## src/verilog/rcsl_pkg.sv

```systemverilog
package rcsl_pkg;

  // ****************************************
  // Register indexes (byte address is 4x)
  // ****************************************
  localparam logic [3:0] IDX_INDOP = 4'h0;
  localparam logic [3:0] IDX_COUNT = 4'h1;
  localparam logic [3:0] IDX_PCL = 4'h2;
  localparam logic [3:0] IDX_STATUS = 4'h3;
  localparam logic [3:0] IDX_FSR = 4'h4;
  localparam logic [3:0] IDX_PORT_A_PINS = 4'h5;
  localparam logic [3:0] IDX_PORT_B_PINS = 4'h6;
  localparam logic [3:0] IDX_PORT_C_PINS = 4'h7;
  localparam logic [3:0] IDX_ACCUM = 4'h8;
  localparam logic [3:0] IDX_DIR = 4'h9;
  localparam logic [3:0] IDX_OPTION = 4'ha;
  localparam logic [3:0] IDX_CTRL = 4'hb;
  localparam logic [3:0] IDX_IRQ_ST = 4'hc;
  localparam logic [3:0] IDX_IRQ_MASK = 4'hd;
  localparam logic [3:0] IDX_RST_INFO = 4'he;

  // ****************************************
  // Fields and reset values
  // ****************************************
  localparam int unsigned ST_TO_BIT = 4;
  localparam int unsigned ST_PD_BIT = 3;
  localparam logic [2:0] ST_PAGE_RST = 3'h0;
  localparam logic [7:0] PCL_RST = 8'hff;
  localparam logic [7:0] DIR_RST = 8'hff;
  localparam logic [5:0] OPT_RST = 6'h3f;
  localparam int unsigned FSR_ONES_SMALL = 3;
  localparam int unsigned CTRL_HALT_BIT = 0;
  localparam int unsigned CTRL_OSC_LSB = 1;
  localparam int unsigned IRQ_MASTER_CLEAR_PIN_BIT = 0;
  localparam int unsigned IRQ_WDT_BIT = 1;
  localparam int unsigned IRQ_READY_BIT = 2;
  localparam int unsigned IRQ_W = 3;
  localparam logic [2:0] HSIZE_WORD = 3'h2;

  // ****************************************
  // Timing
  // ****************************************
  localparam int unsigned CLK_KHZ = 25000;
  localparam int unsigned DRT_TIME_US = 18000;
  localparam int unsigned DRT_CYCLES = DRT_TIME_US * CLK_KHZ / 1000;

  // ****************************************
  // Types
  // ****************************************
  typedef enum logic [1:0] {
    OSC_LP = 2'h0,
    OSC_XT = 2'h1,
    OSC_HS = 2'h2,
    OSC_RC = 2'h3
  } rcsl_osc_t;
  localparam rcsl_osc_t OSC_RST = OSC_RC;

  typedef enum logic [2:0] {
    ST_RUN = 3'h1,
    ST_HOLD = 3'h2,
    ST_DELAY = 3'h4
  } rcsl_state_t;

  typedef enum logic [2:0] {
    CAUSE_POR = 3'h1,
    CAUSE_MASTER_CLEAR_PIN = 3'h2,
    CAUSE_WDT = 3'h4
  } rcsl_cause_t;

  typedef struct packed {
    logic hit;
    logic wr;
    logic [3:0] idx;
  } rcsl_aph_t;

endpackage

```

## src/verilog/rcsl_reset_ctrl.sv

```systemverilog
// Contract
// - Five reset sources: POR, clear, watchdog, run/halt
// - Wake-up from halt is a full reset
// - Undefined registers keep contents except power-on
// - Other registers forced to reset state always
// - Timeout and powerdown flags at status 4:3
// - POR 1/1; clear run keeps; watchdog run 0/1
// - Clear wake 1/0; watchdog wake 0/0
// - Status layout and reset values 0001 1xxx
// - Direction, program counter low, option to ones
// - Pointer top bits read ones after reset
// - RC mode drives clock out at osc/4
// - Crystal modes accept external clock on input
// - Delay timer starts on clear high, 18 ms
// - Watchdog time-out also runs delay timer
`timescale 1ns/1ns
`default_nettype none
module rcsl_reset_ctrl #(
  parameter int unsigned DRT_CYCLES = rcsl_pkg::DRT_CYCLES,
  parameter int unsigned CNT_W = 20,
  parameter int unsigned FSR_ONES = rcsl_pkg::FSR_ONES_SMALL
) (
  // Clock and power-on reset
  input wire logic mclk,
  input wire logic rst_n,
  // AHB-Lite slave
  input wire logic hsel,
  input wire logic [31:0] haddr,
  input wire logic [1:0] htrans,
  input wire logic hwrite,
  input wire logic [2:0] hsize,
  input wire logic [31:0] hwdata,
  input wire logic hready,
  output logic hreadyout,
  output logic hresp,
  output logic [31:0] hrdata,
  // Device pins
  input wire logic master_clear_pin_n,
  input wire logic oscillator_input_pin,
  output logic clock_output_pin,
  output logic clock_output_oe_n,
  // Core side
  input wire logic watchdog_timeout,
  output logic core_reset_n,
  output logic core_halted,
  output logic instr_tick,
  output logic irq
);

  // ****************************************
  // Pin synchronisers
  // ****************************************
  wire logic [1:0] pin_raw;
  wire logic [1:0] pin_lvl;
  logic master_clear_pin_low;
  logic osc_lvl;

  assign pin_raw = {oscillator_input_pin, master_clear_pin_n};

  for (genvar i = 0; i < 2; i++) begin : g_sync
    logic [2:0] s_reg;
    logic lvl_reg;
    // Low at reset so the core waits for the clear pin to be seen high
    always_ff @(posedge mclk or negedge rst_n) begin
      if (!rst_n) begin
        s_reg <= 3'h0;
        lvl_reg <= 1'b0;
      end else begin
        s_reg <= {s_reg[1:0], pin_raw[i]};
        if (s_reg[1] == s_reg[2]) begin
          lvl_reg <= s_reg[2];
        end
      end
    end
    assign pin_lvl[i] = lvl_reg;
  end

  assign master_clear_pin_low = !pin_lvl[0];
  assign osc_lvl = pin_lvl[1];

  // ****************************************
  // Reset sequencer
  // ****************************************
  rcsl_pkg::rcsl_state_t state_reg;
  rcsl_pkg::rcsl_state_t state_next;
  rcsl_pkg::rcsl_cause_t cause_reg;
  logic [CNT_W-1:0] drt_cnt_reg;
  logic drt_done;
  logic rst_apply;
  logic apply_wdt;
  logic halted_reg;
  logic core_reset_n_reg;

  assign drt_done = drt_cnt_reg == CNT_W'(DRT_CYCLES - 1);
  assign apply_wdt = rst_apply & !master_clear_pin_low;

  always_comb begin
    state_next = state_reg;
    rst_apply = 1'b0;
    unique case (state_reg)
      rcsl_pkg::ST_RUN: begin
        if (master_clear_pin_low) begin
          state_next = rcsl_pkg::ST_HOLD;
          rst_apply = 1'b1;
        end else if (watchdog_timeout) begin
          state_next = rcsl_pkg::ST_DELAY;
          rst_apply = 1'b1;
        end
      end
      rcsl_pkg::ST_HOLD: begin
        if (!master_clear_pin_low) begin
          state_next = rcsl_pkg::ST_DELAY;
        end
      end
      rcsl_pkg::ST_DELAY: begin
        if (master_clear_pin_low) begin
          state_next = rcsl_pkg::ST_HOLD;
        end else if (drt_done) begin
          state_next = rcsl_pkg::ST_RUN;
        end
      end
      default: begin
        state_next = rcsl_pkg::ST_HOLD;
      end
    endcase
  end

  always_ff @(posedge mclk or negedge rst_n) begin
    if (!rst_n) begin
      state_reg <= rcsl_pkg::ST_HOLD;
    end else begin
      state_reg <= state_next;
    end
  end

  // Counter restarts whenever the sequencer leaves the delay state
  always_ff @(posedge mclk or negedge rst_n) begin
    if (!rst_n) begin
      drt_cnt_reg <= '0;
    end else if (state_reg == rcsl_pkg::ST_DELAY && !master_clear_pin_low) begin
      drt_cnt_reg <= drt_cnt_reg + CNT_W'(1);
    end else begin
      drt_cnt_reg <= '0;
    end
  end

  // Registered so every core flop leaves reset on one edge
  always_ff @(posedge mclk or negedge rst_n) begin
    if (!rst_n) begin
      core_reset_n_reg <= 1'b0;
    end else begin
      core_reset_n_reg <= state_next == rcsl_pkg::ST_RUN;
    end
  end

  always_ff @(posedge mclk or negedge rst_n) begin
    if (!rst_n) begin
      cause_reg <= rcsl_pkg::CAUSE_POR;
    end else if (rst_apply) begin
      cause_reg <= apply_wdt ? rcsl_pkg::CAUSE_WDT : rcsl_pkg::CAUSE_MASTER_CLEAR_PIN;
    end
  end

  // ****************************************
  // Bus address phase
  // ****************************************
  rcsl_pkg::rcsl_aph_t aph_reg;
  logic aph_take;
  logic aph_hit;
  logic wr_en;
  logic rd_wait_reg;
  logic [31:0] hrdata_reg;
  logic [31:0] rd_mux;

  assign aph_take = hsel & htrans[1] & hready;
  assign aph_hit = (haddr[31:6] == 26'h0) && (haddr[1:0] == 2'h0)
    && (hsize == rcsl_pkg::HSIZE_WORD) && (haddr[5:2] <= rcsl_pkg::IDX_RST_INFO);
  assign wr_en = aph_reg.hit & aph_reg.wr & !rd_wait_reg;

  always_ff @(posedge mclk or negedge rst_n) begin
    if (!rst_n) begin
      aph_reg <= '0;
    end else if (hready) begin
      aph_reg <= '{hit: aph_take & aph_hit, wr: hwrite, idx: haddr[5:2]};
    end
  end

  // Reads take one wait state so data comes from settled flops
  always_ff @(posedge mclk or negedge rst_n) begin
    if (!rst_n) begin
      rd_wait_reg <= 1'b0;
      hrdata_reg <= 32'h0;
    end else begin
      rd_wait_reg <= aph_take & !hwrite & !rd_wait_reg;
      if (rd_wait_reg) begin
        hrdata_reg <= aph_reg.hit ? rd_mux : 32'h0;
      end
    end
  end

  assign hreadyout = !rd_wait_reg;
  assign hresp = 1'b0;
  assign hrdata = hrdata_reg;

  // ****************************************
  // Core special registers
  // ****************************************
  logic [7:0] pcl_reg;
  logic [7:0] dir_reg;
  logic [5:0] opt_reg;
  logic [2:0] page_reg;
  logic to_reg;
  logic pd_reg;
  logic [2:0] alu_flags_reg;
  logic [7:0] fsr_reg;
  logic [7:0] fsr_mask;
  logic [7:0] count_reg;
  logic [7:0] accum_reg;
  logic [3:0] port_a_pins_reg;
  logic [7:0] port_b_pins_reg;
  logic [7:0] port_c_pins_reg;
  rcsl_pkg::rcsl_osc_t osc_mode_reg;

  assign fsr_mask = 8'(8'hff << (8 - FSR_ONES));

  always_ff @(posedge mclk or negedge rst_n) begin
    if (!rst_n) begin
      pcl_reg <= rcsl_pkg::PCL_RST;
      dir_reg <= rcsl_pkg::DIR_RST;
      opt_reg <= rcsl_pkg::OPT_RST;
    end else if (rst_apply) begin
      pcl_reg <= rcsl_pkg::PCL_RST;
      dir_reg <= rcsl_pkg::DIR_RST;
      opt_reg <= rcsl_pkg::OPT_RST;
    end else if (wr_en) begin
      if (aph_reg.idx == rcsl_pkg::IDX_PCL) pcl_reg <= hwdata[7:0];
      if (aph_reg.idx == rcsl_pkg::IDX_DIR) dir_reg <= hwdata[7:0];
      if (aph_reg.idx == rcsl_pkg::IDX_OPTION) opt_reg <= hwdata[5:0];
    end
  end

  // Flags are read-only to software; only a reset moves them
  always_ff @(posedge mclk or negedge rst_n) begin
    if (!rst_n) begin
      to_reg <= 1'b1;
      pd_reg <= 1'b1;
    end else if (rst_apply && (apply_wdt || halted_reg)) begin
      to_reg <= !apply_wdt;
      pd_reg <= !halted_reg;
    end
  end

  always_ff @(posedge mclk or negedge rst_n) begin
    if (!rst_n) begin
      page_reg <= rcsl_pkg::ST_PAGE_RST;
      alu_flags_reg <= 3'h0;
    end else if (rst_apply) begin
      page_reg <= rcsl_pkg::ST_PAGE_RST;
    end else if (wr_en && aph_reg.idx == rcsl_pkg::IDX_STATUS) begin
      page_reg <= hwdata[7:5];
      alu_flags_reg <= hwdata[2:0];
    end
  end

  always_ff @(posedge mclk or negedge rst_n) begin
    if (!rst_n) begin
      fsr_reg <= 8'(8'hff << (8 - FSR_ONES));
    end else if (rst_apply) begin
      fsr_reg <= fsr_reg | fsr_mask;
    end else if (wr_en && aph_reg.idx == rcsl_pkg::IDX_FSR) begin
      fsr_reg <= hwdata[7:0];
    end
  end

  // Only power-on loads these (zero, oscillator mode RC); later resets leave them alone
  always_ff @(posedge mclk or negedge rst_n) begin
    if (!rst_n) begin
      count_reg <= 8'h0;
      accum_reg <= 8'h0;
      port_a_pins_reg <= 4'h0;
      port_b_pins_reg <= 8'h0;
      port_c_pins_reg <= 8'h0;
      osc_mode_reg <= rcsl_pkg::OSC_RST;
    end else if (wr_en) begin
      unique case (aph_reg.idx)
        rcsl_pkg::IDX_COUNT: count_reg <= hwdata[7:0];
        rcsl_pkg::IDX_ACCUM: accum_reg <= hwdata[7:0];
        rcsl_pkg::IDX_PORT_A_PINS: port_a_pins_reg <= hwdata[3:0];
        rcsl_pkg::IDX_PORT_B_PINS: port_b_pins_reg <= hwdata[7:0];
        rcsl_pkg::IDX_PORT_C_PINS: port_c_pins_reg <= hwdata[7:0];
        rcsl_pkg::IDX_CTRL: begin
          osc_mode_reg <= rcsl_pkg::rcsl_osc_t'(hwdata[rcsl_pkg::CTRL_OSC_LSB +: 2]);
        end
        default: begin
        end
      endcase
    end
  end

  // Any reset ends halt; a CTRL write with the halt bit clear also ends it
  always_ff @(posedge mclk or negedge rst_n) begin
    if (!rst_n) begin
      halted_reg <= 1'b0;
    end else if (rst_apply) begin
      halted_reg <= 1'b0;
    end else if (wr_en && aph_reg.idx == rcsl_pkg::IDX_CTRL) begin
      halted_reg <= hwdata[rcsl_pkg::CTRL_HALT_BIT];
    end
  end

  // ****************************************
  // Interrupts
  // ****************************************
  logic [rcsl_pkg::IRQ_W-1:0] irq_st_reg;
  logic [rcsl_pkg::IRQ_W-1:0] irq_mask_reg;
  logic [rcsl_pkg::IRQ_W-1:0] irq_set;
  logic [rcsl_pkg::IRQ_W-1:0] irq_clr;

  always_comb begin
    irq_set = '0;
    irq_set[rcsl_pkg::IRQ_MASTER_CLEAR_PIN_BIT] = rst_apply & !apply_wdt;
    irq_set[rcsl_pkg::IRQ_WDT_BIT] = apply_wdt;
    irq_set[rcsl_pkg::IRQ_READY_BIT] = state_reg != rcsl_pkg::ST_RUN
      && state_next == rcsl_pkg::ST_RUN;
    irq_clr = '0;
    if (wr_en && aph_reg.idx == rcsl_pkg::IDX_IRQ_ST) begin
      irq_clr = hwdata[rcsl_pkg::IRQ_W-1:0];
    end
  end

  // Set beats a simultaneous write-one-to-clear
  always_ff @(posedge mclk or negedge rst_n) begin
    if (!rst_n) begin
      irq_st_reg <= '0;
    end else begin
      irq_st_reg <= (irq_st_reg & ~irq_clr) | irq_set;
    end
  end

  always_ff @(posedge mclk or negedge rst_n) begin
    if (!rst_n) begin
      irq_mask_reg <= '0;
    end else if (wr_en && aph_reg.idx == rcsl_pkg::IDX_IRQ_MASK) begin
      irq_mask_reg <= hwdata[rcsl_pkg::IRQ_W-1:0];
    end
  end

  assign irq = |(irq_st_reg & irq_mask_reg);

  // ****************************************
  // Read mux
  // ****************************************
  always_comb begin
    rd_mux = 32'h0;
    unique case (aph_reg.idx)
      rcsl_pkg::IDX_COUNT: rd_mux[7:0] = count_reg;
      rcsl_pkg::IDX_PCL: rd_mux[7:0] = pcl_reg;
      rcsl_pkg::IDX_STATUS: rd_mux[7:0] = {page_reg, to_reg, pd_reg, alu_flags_reg};
      rcsl_pkg::IDX_FSR: rd_mux[7:0] = fsr_reg | fsr_mask;
      rcsl_pkg::IDX_PORT_A_PINS: rd_mux[3:0] = port_a_pins_reg;
      rcsl_pkg::IDX_PORT_B_PINS: rd_mux[7:0] = port_b_pins_reg;
      rcsl_pkg::IDX_PORT_C_PINS: rd_mux[7:0] = port_c_pins_reg;
      rcsl_pkg::IDX_ACCUM: rd_mux[7:0] = accum_reg;
      rcsl_pkg::IDX_DIR: rd_mux[7:0] = dir_reg;
      rcsl_pkg::IDX_OPTION: rd_mux[5:0] = opt_reg;
      rcsl_pkg::IDX_CTRL: rd_mux[2:0] = {osc_mode_reg, halted_reg};
      rcsl_pkg::IDX_IRQ_ST: rd_mux[rcsl_pkg::IRQ_W-1:0] = irq_st_reg;
      rcsl_pkg::IDX_IRQ_MASK: rd_mux[rcsl_pkg::IRQ_W-1:0] = irq_mask_reg;
      rcsl_pkg::IDX_RST_INFO: rd_mux[3:0] = {cause_reg, !core_reset_n_reg};
      default: rd_mux = 32'h0;
    endcase
  end

  // ****************************************
  // Oscillator divider
  // ****************************************
  logic osc_prev_reg;
  logic [1:0] div_reg;
  logic osc_rise;
  logic clkout_reg;
  logic clkout_oe_n_reg;
  logic tick_reg;
  logic rc_mode;

  assign osc_rise = osc_lvl & !osc_prev_reg;
  assign rc_mode = osc_mode_reg == rcsl_pkg::OSC_RC;

  // Edge count works for any mode, so an external clock also drives it
  always_ff @(posedge mclk or negedge rst_n) begin
    if (!rst_n) begin
      osc_prev_reg <= 1'b0;
      div_reg <= 2'h0;
      tick_reg <= 1'b0;
    end else begin
      osc_prev_reg <= osc_lvl;
      tick_reg <= osc_rise && div_reg == 2'h3;
      if (osc_rise) begin
        div_reg <= div_reg + 2'h1;
      end
    end
  end

  // Crystal modes leave the pin to the resonator
  always_ff @(posedge mclk or negedge rst_n) begin
    if (!rst_n) begin
      clkout_reg <= 1'b0;
      clkout_oe_n_reg <= 1'b0;
    end else begin
      clkout_reg <= rc_mode & div_reg[1];
      clkout_oe_n_reg <= !rc_mode;
    end
  end

  assign clock_output_pin = clkout_reg;
  assign clock_output_oe_n = clkout_oe_n_reg;
  assign instr_tick = tick_reg;
  assign core_reset_n = core_reset_n_reg;
  assign core_halted = halted_reg;
endmodule
`default_nettype wire
```

## config.mk

```make
export PLATFORM = sky130hd
export DESIGN_NAME = rcsl_reset_ctrl
export DESIGN_NICKNAME = d
export VERILOG_FILES = /design/src/verilog/rcsl_pkg.sv /design/src/verilog/rcsl_reset_ctrl.sv
export SDC_FILE = /design/constraint.sdc
export NUM_CORES = 1
export LEC_CHECK = 0
export BUFFER_PORTS_ARGS = -buffer_cell sky130_fd_sc_hd__buf_2
export CAP_MARGIN = 20
export CORE_MARGIN = 10
export CORE_UTILIZATION = 30
export DETAILED_ROUTE_END_ITERATION = 8
export PLACE_DENSITY_LB_ADDON = 0.2
export SYNTH_ARGS = -nofsm -noshare
export SYNTH_HDL_FRONTEND = slang
export SYNTH_SLANG_ARGS = --single-unit
```

## constraint.sdc

```tcl
create_clock -name mclk -period 1.9 [get_ports mclk]
set_clock_uncertainty 0.15 [all_clocks]
set_input_delay 0.38 -clock mclk [delete_from_list [all_inputs] [get_ports mclk]]
set_output_delay 0.38 -clock mclk [all_outputs]
set_load 0.02 [all_outputs]
```

======== Word-level counts from Yosys, hierarchy flattened ========
Cells that the tools add are included.
operators by class
  multiplexer cells ....................... 30
  equal/unequal tests ..................... 25
  bitwise logic cells ..................... 16
  reductions and logical operators ........ 40
  order comparisons ....................... 1
  $add $sub $neg .......................... 2
operators with widths
  kind                                                                number
  8-bit two-way mux                                                   7
  3-bit one-hot mux with 14 select lines                              1
  4-bit == test (second input constant)                               7
  3-bit two-way mux                                                   9
  26-bit zero test                                                    1
  2-bit AND reduction                                                 11
  20-bit by 1-bit adder with 20-bit output (second input constant)    1
  20-bit by 19-bit == test with 1-bit output (second input constant)  1
  20-bit two-way mux                                                  1
  6-bit two-way mux                                                   3
  2-bit one-hot mux with 9 select lines                               1
  4-bit by 3-bit == test with 1-bit output (second input constant)    4
  2-bit one-hot mux with 8 select lines                               1
  1-bit logical AND                                                   12
  2-bit nonzero test                                                  6
  1-bit bitwise AND                                                   11
  1-bit one-hot mux with 11 select lines                              1
  3-bit one-hot mux with 3 select lines                               1
  4-bit by 2-bit == test with 1-bit output (second input constant)    2
  1-bit zero test                                                     7
  3-bit bitwise AND                                                   2
  3-bit by 1-bit == test with 1-bit output (second input constant)    2
  3-bit by 2-bit == test with 1-bit output (second input constant)    2
  1-bit two-way mux                                                   5
  13 further kinds                                                    15
word-level totals
  logic and storage cells ................. 149
  flip-flop bits (word level) ............. 160
  output and inout bits ................... 40
  bits of input ports ..................... 77

======== Logic depth before layout (Yosys ltp) ========
Gate-level depths: netlist of run 1.
  word-level depth ........................ 7
  mapped depth ............................ 7
  mapped depth without buffers ............ 6

======== Worst setup path before layout of run 1 ========
No wires, ideal clock.
  path type ............................... reg-to-reg
  start point ............................. register state_reg[1]
  end point ............................... register alu_flags_reg[0]
  data arrival time ....................... 1.457 ns
  setup slack ............................. 0.169 ns
  required time ........................... 1.625 ns
  path buffers ............................ 0
  period minus slack after synthesis ...... 1.731 ns
  stages on the path, launching flop included .. 6
  setup time .............................. 0.125 ns
  cell sequence ........................... dfstp_2 > nand2b_4 > nor2_2 > o21a_4 > nor3_2 > mux2_2
between the ends
  word-level cells in the longest chain between the ends .. 4
ends and longest elaborated chain
  element                                   line                    text
  start, declared                           rcsl_reset_ctrl.sv:84   rcsl_pkg::rcsl_state_t state_reg;
  start signal, assigned                    rcsl_reset_ctrl.sv:130  state_reg <= rcsl_pkg::ST_HOLD;
  start signal, assigned                    rcsl_reset_ctrl.sv:132  state_reg <= state_next;
  3-bit by 1-bit == test with 1-bit output  rcsl_reset_ctrl.sv:100  unique case (state_reg)
  1-bit two-way mux                         rcsl_reset_ctrl.sv:100
  1-bit NOT (no line)                       --
  2-bit AND reduction (no line)             --
  end signal, assigned                      rcsl_reset_ctrl.sv:261  alu_flags_reg <= hwdata[2:0];
  end, declared                             rcsl_reset_ctrl.sv:214  logic [2:0] alu_flags_reg;
No other way between the ends.
A chain may end at the register's enable or synchronous reset.

======== Worst setup path in the final report of run 1 ========
  start point ............................. register aph_reg[2] (netlist bit)
  end point ............................... register hrdata_reg[3], in the netlist hrdata[3]
between the ends
  word-level cells in the longest chain between the ends .. 3
  elaborated cells on any way between the ends .. 13
  classes of those cells .................. 11 x eq/ne; 2 x mux
ends and longest elaborated chain
  element                                      line                    text
  start, declared                              rcsl_reset_ctrl.sv:167  rcsl_pkg::rcsl_aph_t aph_reg;
  start signal, assigned                       rcsl_reset_ctrl.sv:184  aph_reg <= '{hit: aph_take & aph_hit, wr: hwrite, idx: haddr[5:2]};
  4-bit == test, or another cell as far along  rcsl_reset_ctrl.sv:355  unique case (aph_reg.idx)
  1-bit one-hot mux with 11 select lines (*)   rcsl_reset_ctrl.sv:355
  8-bit two-way mux (*)                        rcsl_reset_ctrl.sv:196  hrdata_reg <= aph_reg.hit ? rd_mux : 32'h0;
  end signal, assigned                         rcsl_reset_ctrl.sv:196
  end, declared                                rcsl_reset_ctrl.sv:172  logic [31:0] hrdata_reg;
Mark *: on every way between the ends. The rest lies on a longest branch, timed or not.

==> results.md, run 1 <==
- Vias after detailed routing: approximately 5200
- Setup CP Type: reg2reg
- Fillcell total: 2114
- Reg2Reg Depth: 7
- Final Wtd Congestion: 0.924
- Reg2reg setup slack: -140 ps
- Count leader, synth: dfrtp_1
- Final Instance Area: 8810 µm²
- CP Launch Type: flop
- Register area share after synthesis: ~50%
- Clock-pin slew on the worst setup and hold paths: ~60 ps
- Post-route ant nets: 0
- Mapped Area: about 6700 µm²
- Hold Path Depth: 3
- Slew Viols, Final: 0
- Total grt overflow: 0
- Min Hold Slack: around 33 ps
- DP Area: approximately 7800 µm²
- Global-route wire length before repair: between 30000 and 40000 µm
- P_leak: approximately 4.0 nW
- CTS tree: done
- Critical Path Start: aph_reg[2]
- Final Hold Viols: 0
- CP endpoint kind: flop
- CP Max Fanout: 6
- Largest area contributor in the netlist: dfrtp_1
- Max Cap Viol: 0
- CTS buffer count: 17
- Seq cells post-synth: 136
- Initial antenna violation count: 0
- # port buffers: 66
- Drt first pass iters: 4
- Post-synth EDFFs: 0
- Synth cell count leaders: 108 x dfrtp_1, 56 x nand2_1, 54 x mux2_2
- Failing checks: negative setup slack
- Die ar.: 28800 µm²
- Tot GR Track Use: 13.9%
- Share of layout cells above drive strength 1: 42.7%
- WP data arrival: between 2000 and 2500 ps
- VDD IR max: around 0.58 mV
- Largest net degree at the start of global routing: 48
- R2R Path Start: aph_reg[2]
- Vias in the first global route: 5513
- Power per Cell Area: 826 nW/µm²
- Antenna Cells: 0
- Hold path startpoint: haddr[4]
- Share of flip-flops with an asynchronous set or reset: 100%
- Final Cycle Share: 107%
- Vias per cell: 5.01
- H-tree depth: 4
- Largest cells by area after synthesis: dfrtp_1 40%, dfstp_2 11%, mux2_2 9.0%, mux2i_1 4.9%, buf_4 3.1%
- IO Pins: 117
- Iteration-0 DRC Markers: about 330
- Min cycle time layout: about 2000 ps
- Initial Util: between 30% and 40%
- Drt total wl: between 15000 and 20000 µm
- Row count: 54
- Post-DP HPWL: between 10000 and 15000 µm
- Max reg flops: 20
- Min-Delay Path Class: in2reg
- Setup violators final: 5
- Root Buffer: clkbuf_16
- Maximum clock path buffer count: 2
- Synth Flop Type: dfrtp_1
- Avg Inst Size Synth: ~11 µm²
- CP required: 2070 ps
- RSZ-0062 raised after global routing: true
- YS warnings: 0
- Floorplan core area: around 22000 µm²
- Die W: between 150 and 200 µm
- Status: finished with violations
- Synth cell types: 63
- Worst-Skew Late Latency: 440 ps
- Synth-to-Final Area Change: 30.9%
- Nets@finish: 830
- FMAX: 491 MHz
- DR WL/cell: ~19 µm
- Die Height: 170 µm
- Setup ws final: -136 ps
- Synth top area share: 40.2%
- Post-Synthesis Cells: a little over 600
- DR DRC count: 0
- CTS sink count: about 140
## layout make-up
cell class,instances,area [µm²],share of cell area (%)
repair buffers,152,1150,13.1
flip-flops and latches,136,3440,39.1
multi-input cells,434,3250,37.0
well taps,280,350,3.98
inverters,10,41.3,0.469
clock buffers,21,470,5.34
clock inverters,11,97.6,1.11
## placed cells by master, fill, tap and decap left out, types with 5 or more instances in the layout
| cell type | count |
|---|---|
| buf_12 | 11 |
| mux2_2 | 53 |
| a32oi_2 | 6 |
| nand2_2 | 5 |
| buf_6 | 5 |
| nor3_4 | 5 |
| nor2_1 | 34 |
| nor3_1 | 8 |
| dfrtp_1 | 106 |
| buf_2 | 65 |
| nor2_2 | 6 |
| nand4_1 | 10 |
| xor2_1 | 11 |
| mux2i_1 | 32 |
| nor2b_1 | 6 |
| nor4_1 | 9 |
| dfstp_2 | 28 |
| o2bb2ai_1 | 8 |
| conb_1 | 25 |
| a21oi_1 | 15 |
| clkbuf_16 | 17 |
| clkinvlp_4 | 5 |
| o22ai_1 | 5 |
| nand2_1 | 54 |
| nand3_1 | 19 |
| and3_1 | 11 |
| inv_1 | 6 |
| o21ai_0 | 19 |
| buf_4 | 66 |
| xnor2_1 | 7 |
## worst paths after layout
check,endpoint
max in group asynchronous,state_reg[1]
worst min register to register,g_sync[1].s_reg[1]
worst max register to register,hrdata[3]
min in group asynchronous,hrdata[2]
worst min-delay path,aph_reg[2]
worst max-delay path,hrdata[3]
## worst max-delay path, cell delays in order, from the launching register on
cell	delay, ps
dfrtp_2	460
nor2b_2	200
buf_4	180
a32oi_2	270
o22ai_2	110
nor4_2	340
buf_4	160
o2bb2ai_1	50
## cell families (layout without fill, tap and decap cells)
| logic type | count (synthesis) | in the layout | share of synthesized area [%] |
|---|---|---|---|
| simple gates | 206 | 206 | 16.6 |
| flops | 136 | 136 | 51.1 |
| other cells | 1 | 25 | 0.0557 |
| xor+xnor | 18 | 18 | 2.34 |
| fa+ha+maj | 4 | 4 | 0.669 |
| buf+inv | 61 | 194 | 5.62 |
| mux | 88 | 88 | 14.2 |
| compound gates | 93 | 93 | 9.43 |
## routing by layer
metal,part of all wire (%),up-vias,track usage [%]
li1,-,2434,-
met1,44,2630,17.6
met2,48,139,22.3
met3,5.6,29,3.68
met4,1.9,0,4.92
met5,0,-,0
## power by group
part	total, mW	internal (mW)	switching [mW]
combinational	0.997	0.442	0.555
sequential	3.10	3.02	0.0809
clock	3.17	1.89	1.28
## timing repair
action	4_1_cts	5_1_grt
endpoints found under the hold margin	31	0
resized for setup	13	50
hold buffers	4	0
setup endpoints to repair	30	68
pin swaps	5	12
cloned	0	0
setup buffers	1	8
## through the flow
step	setup WS [ps]	power (mW)	std cells	utilization, %	setup TNS, ps
final	-136	7.27	1044	40.1	-321
after CTS	-135	7.25	1036	38.8	-316
after floorplan	169	3.62	631	-	0
after detailed placement	-238	4.03	1000	35.7	-1060
after global placement	-262	4.00	1000	35.7	-1240
after global routing	-175	7.61	1044	40.1	-1990
(Power assumes the default switching activity.)
==> inputs of run 2 (changes only) <==
--- a/config.mk
+++ b/config.mk
@@ -5,11 +5,11 @@
 export SDC_FILE = /design/constraint.sdc
 export NUM_CORES = 1
 export LEC_CHECK = 0
-export BUFFER_PORTS_ARGS = -buffer_cell sky130_fd_sc_hd__buf_2
 export CAP_MARGIN = 20
 export CORE_MARGIN = 10
 export CORE_UTILIZATION = 30
 export DETAILED_ROUTE_END_ITERATION = 8
+export DONT_BUFFER_PORTS = 1
 export PLACE_DENSITY_LB_ADDON = 0.2
 export SYNTH_ARGS = -nofsm -noshare
 export SYNTH_HDL_FRONTEND = slang
==> run 2 against run 1 <==
The flow finishes with violations (negative hold slack, negative setup slack). Count of clock-buffer cells in the layout shrank 4. Critical path depth shrank 5. Flip-flop and latch count is the same. First-iteration DRC count shrank 17%. Register-to-register slack gained 140 ps. Routed wire length shrank 0.57%. Non-clock buffer count shrank 43. Largest power group unchanged.
==> results.md, run 2 (synthesis gave the netlist of run 1 again) <==
- Status: finished with violations
- Failing checks: negative hold slack, negative setup slack
- CP endpoint kind: primary output
- Reg2reg setup slack: 0 ps (+140 ps)
- Setup TNS Final: -22.8 ps (+298 ps)
- CTS buffer count: 17 (unchanged)
- Comb pwr share: 11.4% (-2.3 points)
- Vias in the first global route: 5259 (-4.6%)
- Initial Util: 30.6% (unchanged)
- WP data arrival: 1390 ps (-820 ps)
- Sw frac: 25.0% (-1.3 points)
- CP peak stage delay: 410 ps (-50 ps)
- CP Launch Type: flop
- DP Area: 7540 µm² (-3.9%)
- Min cycle time layout: 1920 ps (-116 ps)
- Fin cells: 1001 (-4.1%)
- Final Wtd Congestion: 0.880 (-4.8%)
- Overall Power: 7.49 mW (+3.0%)
- H-tree depth: 4 (unchanged)
- Sequential Power Share: 41.5% (-1.2 points)
- VDD IR max: 0.550 mV (-5.4%)
- Vias after detailed routing: 5057 (-3.3%)
- Critical Path Start: irq_st_reg[0]
- Power per Cell Area: 870 nW/µm² (+5.3%)
- Synth-to-Final Area Change: 28.1%
- Setup ws final: -19.9 ps (+116 ps)
- Initial antenna violation count: 0 (unchanged)
- Cts hold-fix bufs: 22 (+18)
- Min Hold Slack: -513 ps (-546 ps)
- Tot GR Track Use: 13.7% (-0.23 points)
- Worst-Margin Slew: 603 ps
- Die W: 170 µm (unchanged)
- Most frequent cells in the layout: 106 x dfrtp_1, 75 x buf_4, 55 x nand2_1
- Final Cycle Share: 101% (-6.1 points)
- IO Pins: 117 (unchanged)
- Die Height: 170 µm (unchanged)
- Root Buffer: clkbuf_16
- Clock-pin slew on the worst setup and hold paths: 60 ps (about the same)
- # port buffers: 0 (-100%)
- Clock group share of total power: 47.1% (+3.5 points)
- Worst path slowest cell: dfrtp_1
- Internal: 5.62 mW (+4.8%)
- P_sw: 1.88 mW (-2.0%)
- Maximum clock path buffer count: 2 (unchanged)
- Nets@finish: 787 (-5.2%)
- Share of layout cells above drive strength 1: 35.4% (-7.3 points)
- Die ar.: 28800 µm² (unchanged)
- Total grt overflow: 0 (unchanged)
- Min-Delay Path Class: in2async
- Setup CP Type: reg2out
- Multi-input logic area: 3160 µm² (-2.9%)
- Antenna Cells: 0 (unchanged)
- Max Cap Viol: 0 (unchanged)
- Global-route wire length before repair: 30300 µm (-3.0%)
- Post-route ant nets: 0 (unchanged)
- Post-DP HPWL: 13900 µm (-2.9%)
- Crit-path cells: a222oi_1, inv_1
- Final Instance Area: 8620 µm² (-2.2%)
- DR WL/cell: 19.4 µm (+3.7%)
- CTS sink count: 136 (unchanged)
- Worst-Skew Late Latency: 440 ps (about the same)
- CTS tree: done
- FMAX: 521 MHz (+6.0%)
- R2R Path Start: aph_reg[1]
- Drt total wl: 19400 µm (-0.57%)
- Iteration-0 DRC Markers: 269 (-17%)
- RSZ-0062 raised after global routing: true
- Drt first pass iters: 5 (+1)
- Vias per cell: 5.05 (+0.81%)
- Placed Instances: 941 (-5.9%)
- Final Util: 39.2% (-0.87 points)
- Largest net degree at the start of global routing: 137 (+190%)
- Slew Viols, Final: 0 (unchanged)
- Most common cell after layout, fill and taps aside: dfrtp_1
- Fillcell total: 2139 (+1.2%)
- DR DRC count: 0 (unchanged)
- Relative slew slack: about three fifths
- CP required: 1370 ps (-700 ps)
- P_leak: 3.82 nW (-5.2%)
- Max reg flops: 20 (unchanged)
- Setup violators final: 2 (-3)
- CP Max Fanout: 3 (-3)
- Seq. cell area: 3440 µm² (unchanged)
- Row count: 54 (unchanged)
- Final Hold Viols: 136 (+136)
- Pre-CTS WS: -123 ps (+115 ps)
- Floorplan core area: 22000 µm² (unchanged)
[run 2: area by class of cell]
cell class	instances	share of cell area [%]
Tap cell	280	4.07
Sequential cell	136	39.9
Clock inverter	15	2.34
Clock buffer	17	4.94
Inverter	10	0.523
Multi-Input combinational cell	434	36.7
Timing Repair Buffer	109	11.5
[run 2: per-layer routing]
layer	share of wire [%]	routed length, µm	track usage [%]	vias up
met5	0	0	0	-
met4	0.95	185	4.27	0
met3	5.4	1040	3.44	15
met2	49	9480	22.8	120
met1	45	8690	17.0	2579
li1	-	-	-	2343
[run 2: critical path: cells and delay by family (launching register included)]
family	cells	cell delay [ps]
buffers and inverters	1	190
AOI/OAI and AO/OA	1	360
DFF	1	410
[run 2: path summary, 6_finish.rpt]
path	endpoint	depth (start not counted)
worst min-delay path	count_reg[6]	0
worst max-delay path	irq	2
worst max register to register	hrdata[3]	8
worst min register to register	g_sync[1].s_reg[1]	0
max in group asynchronous	pcl_reg[0]	0
min in group mclk	aph_reg[5]	3
[run 2: power groups by stage]
stage / Clock (mW) / Combinational [mW] / Sequential, mW
floorplan: 0 / 0.496 / 3.13
global placement: 0 / 0.715 / 3.15
detailed placement: 0 / 0.724 / 3.15
CTS: 3.61 / 0.808 / 3.11
global route: 3.74 / 0.924 / 3.12
finish: 3.53 / 0.857 / 3.11
[run 2: repair_timing]
item | in CTS | in global routing
endpoints found under the setup margin | 24 | 48
pin swaps | 1 | 7
gates resized for setup | 13 | 34
gates cloned | 0 | 0
endpoints found under the hold margin | 228 | 136
setup buffers | 1 | 5
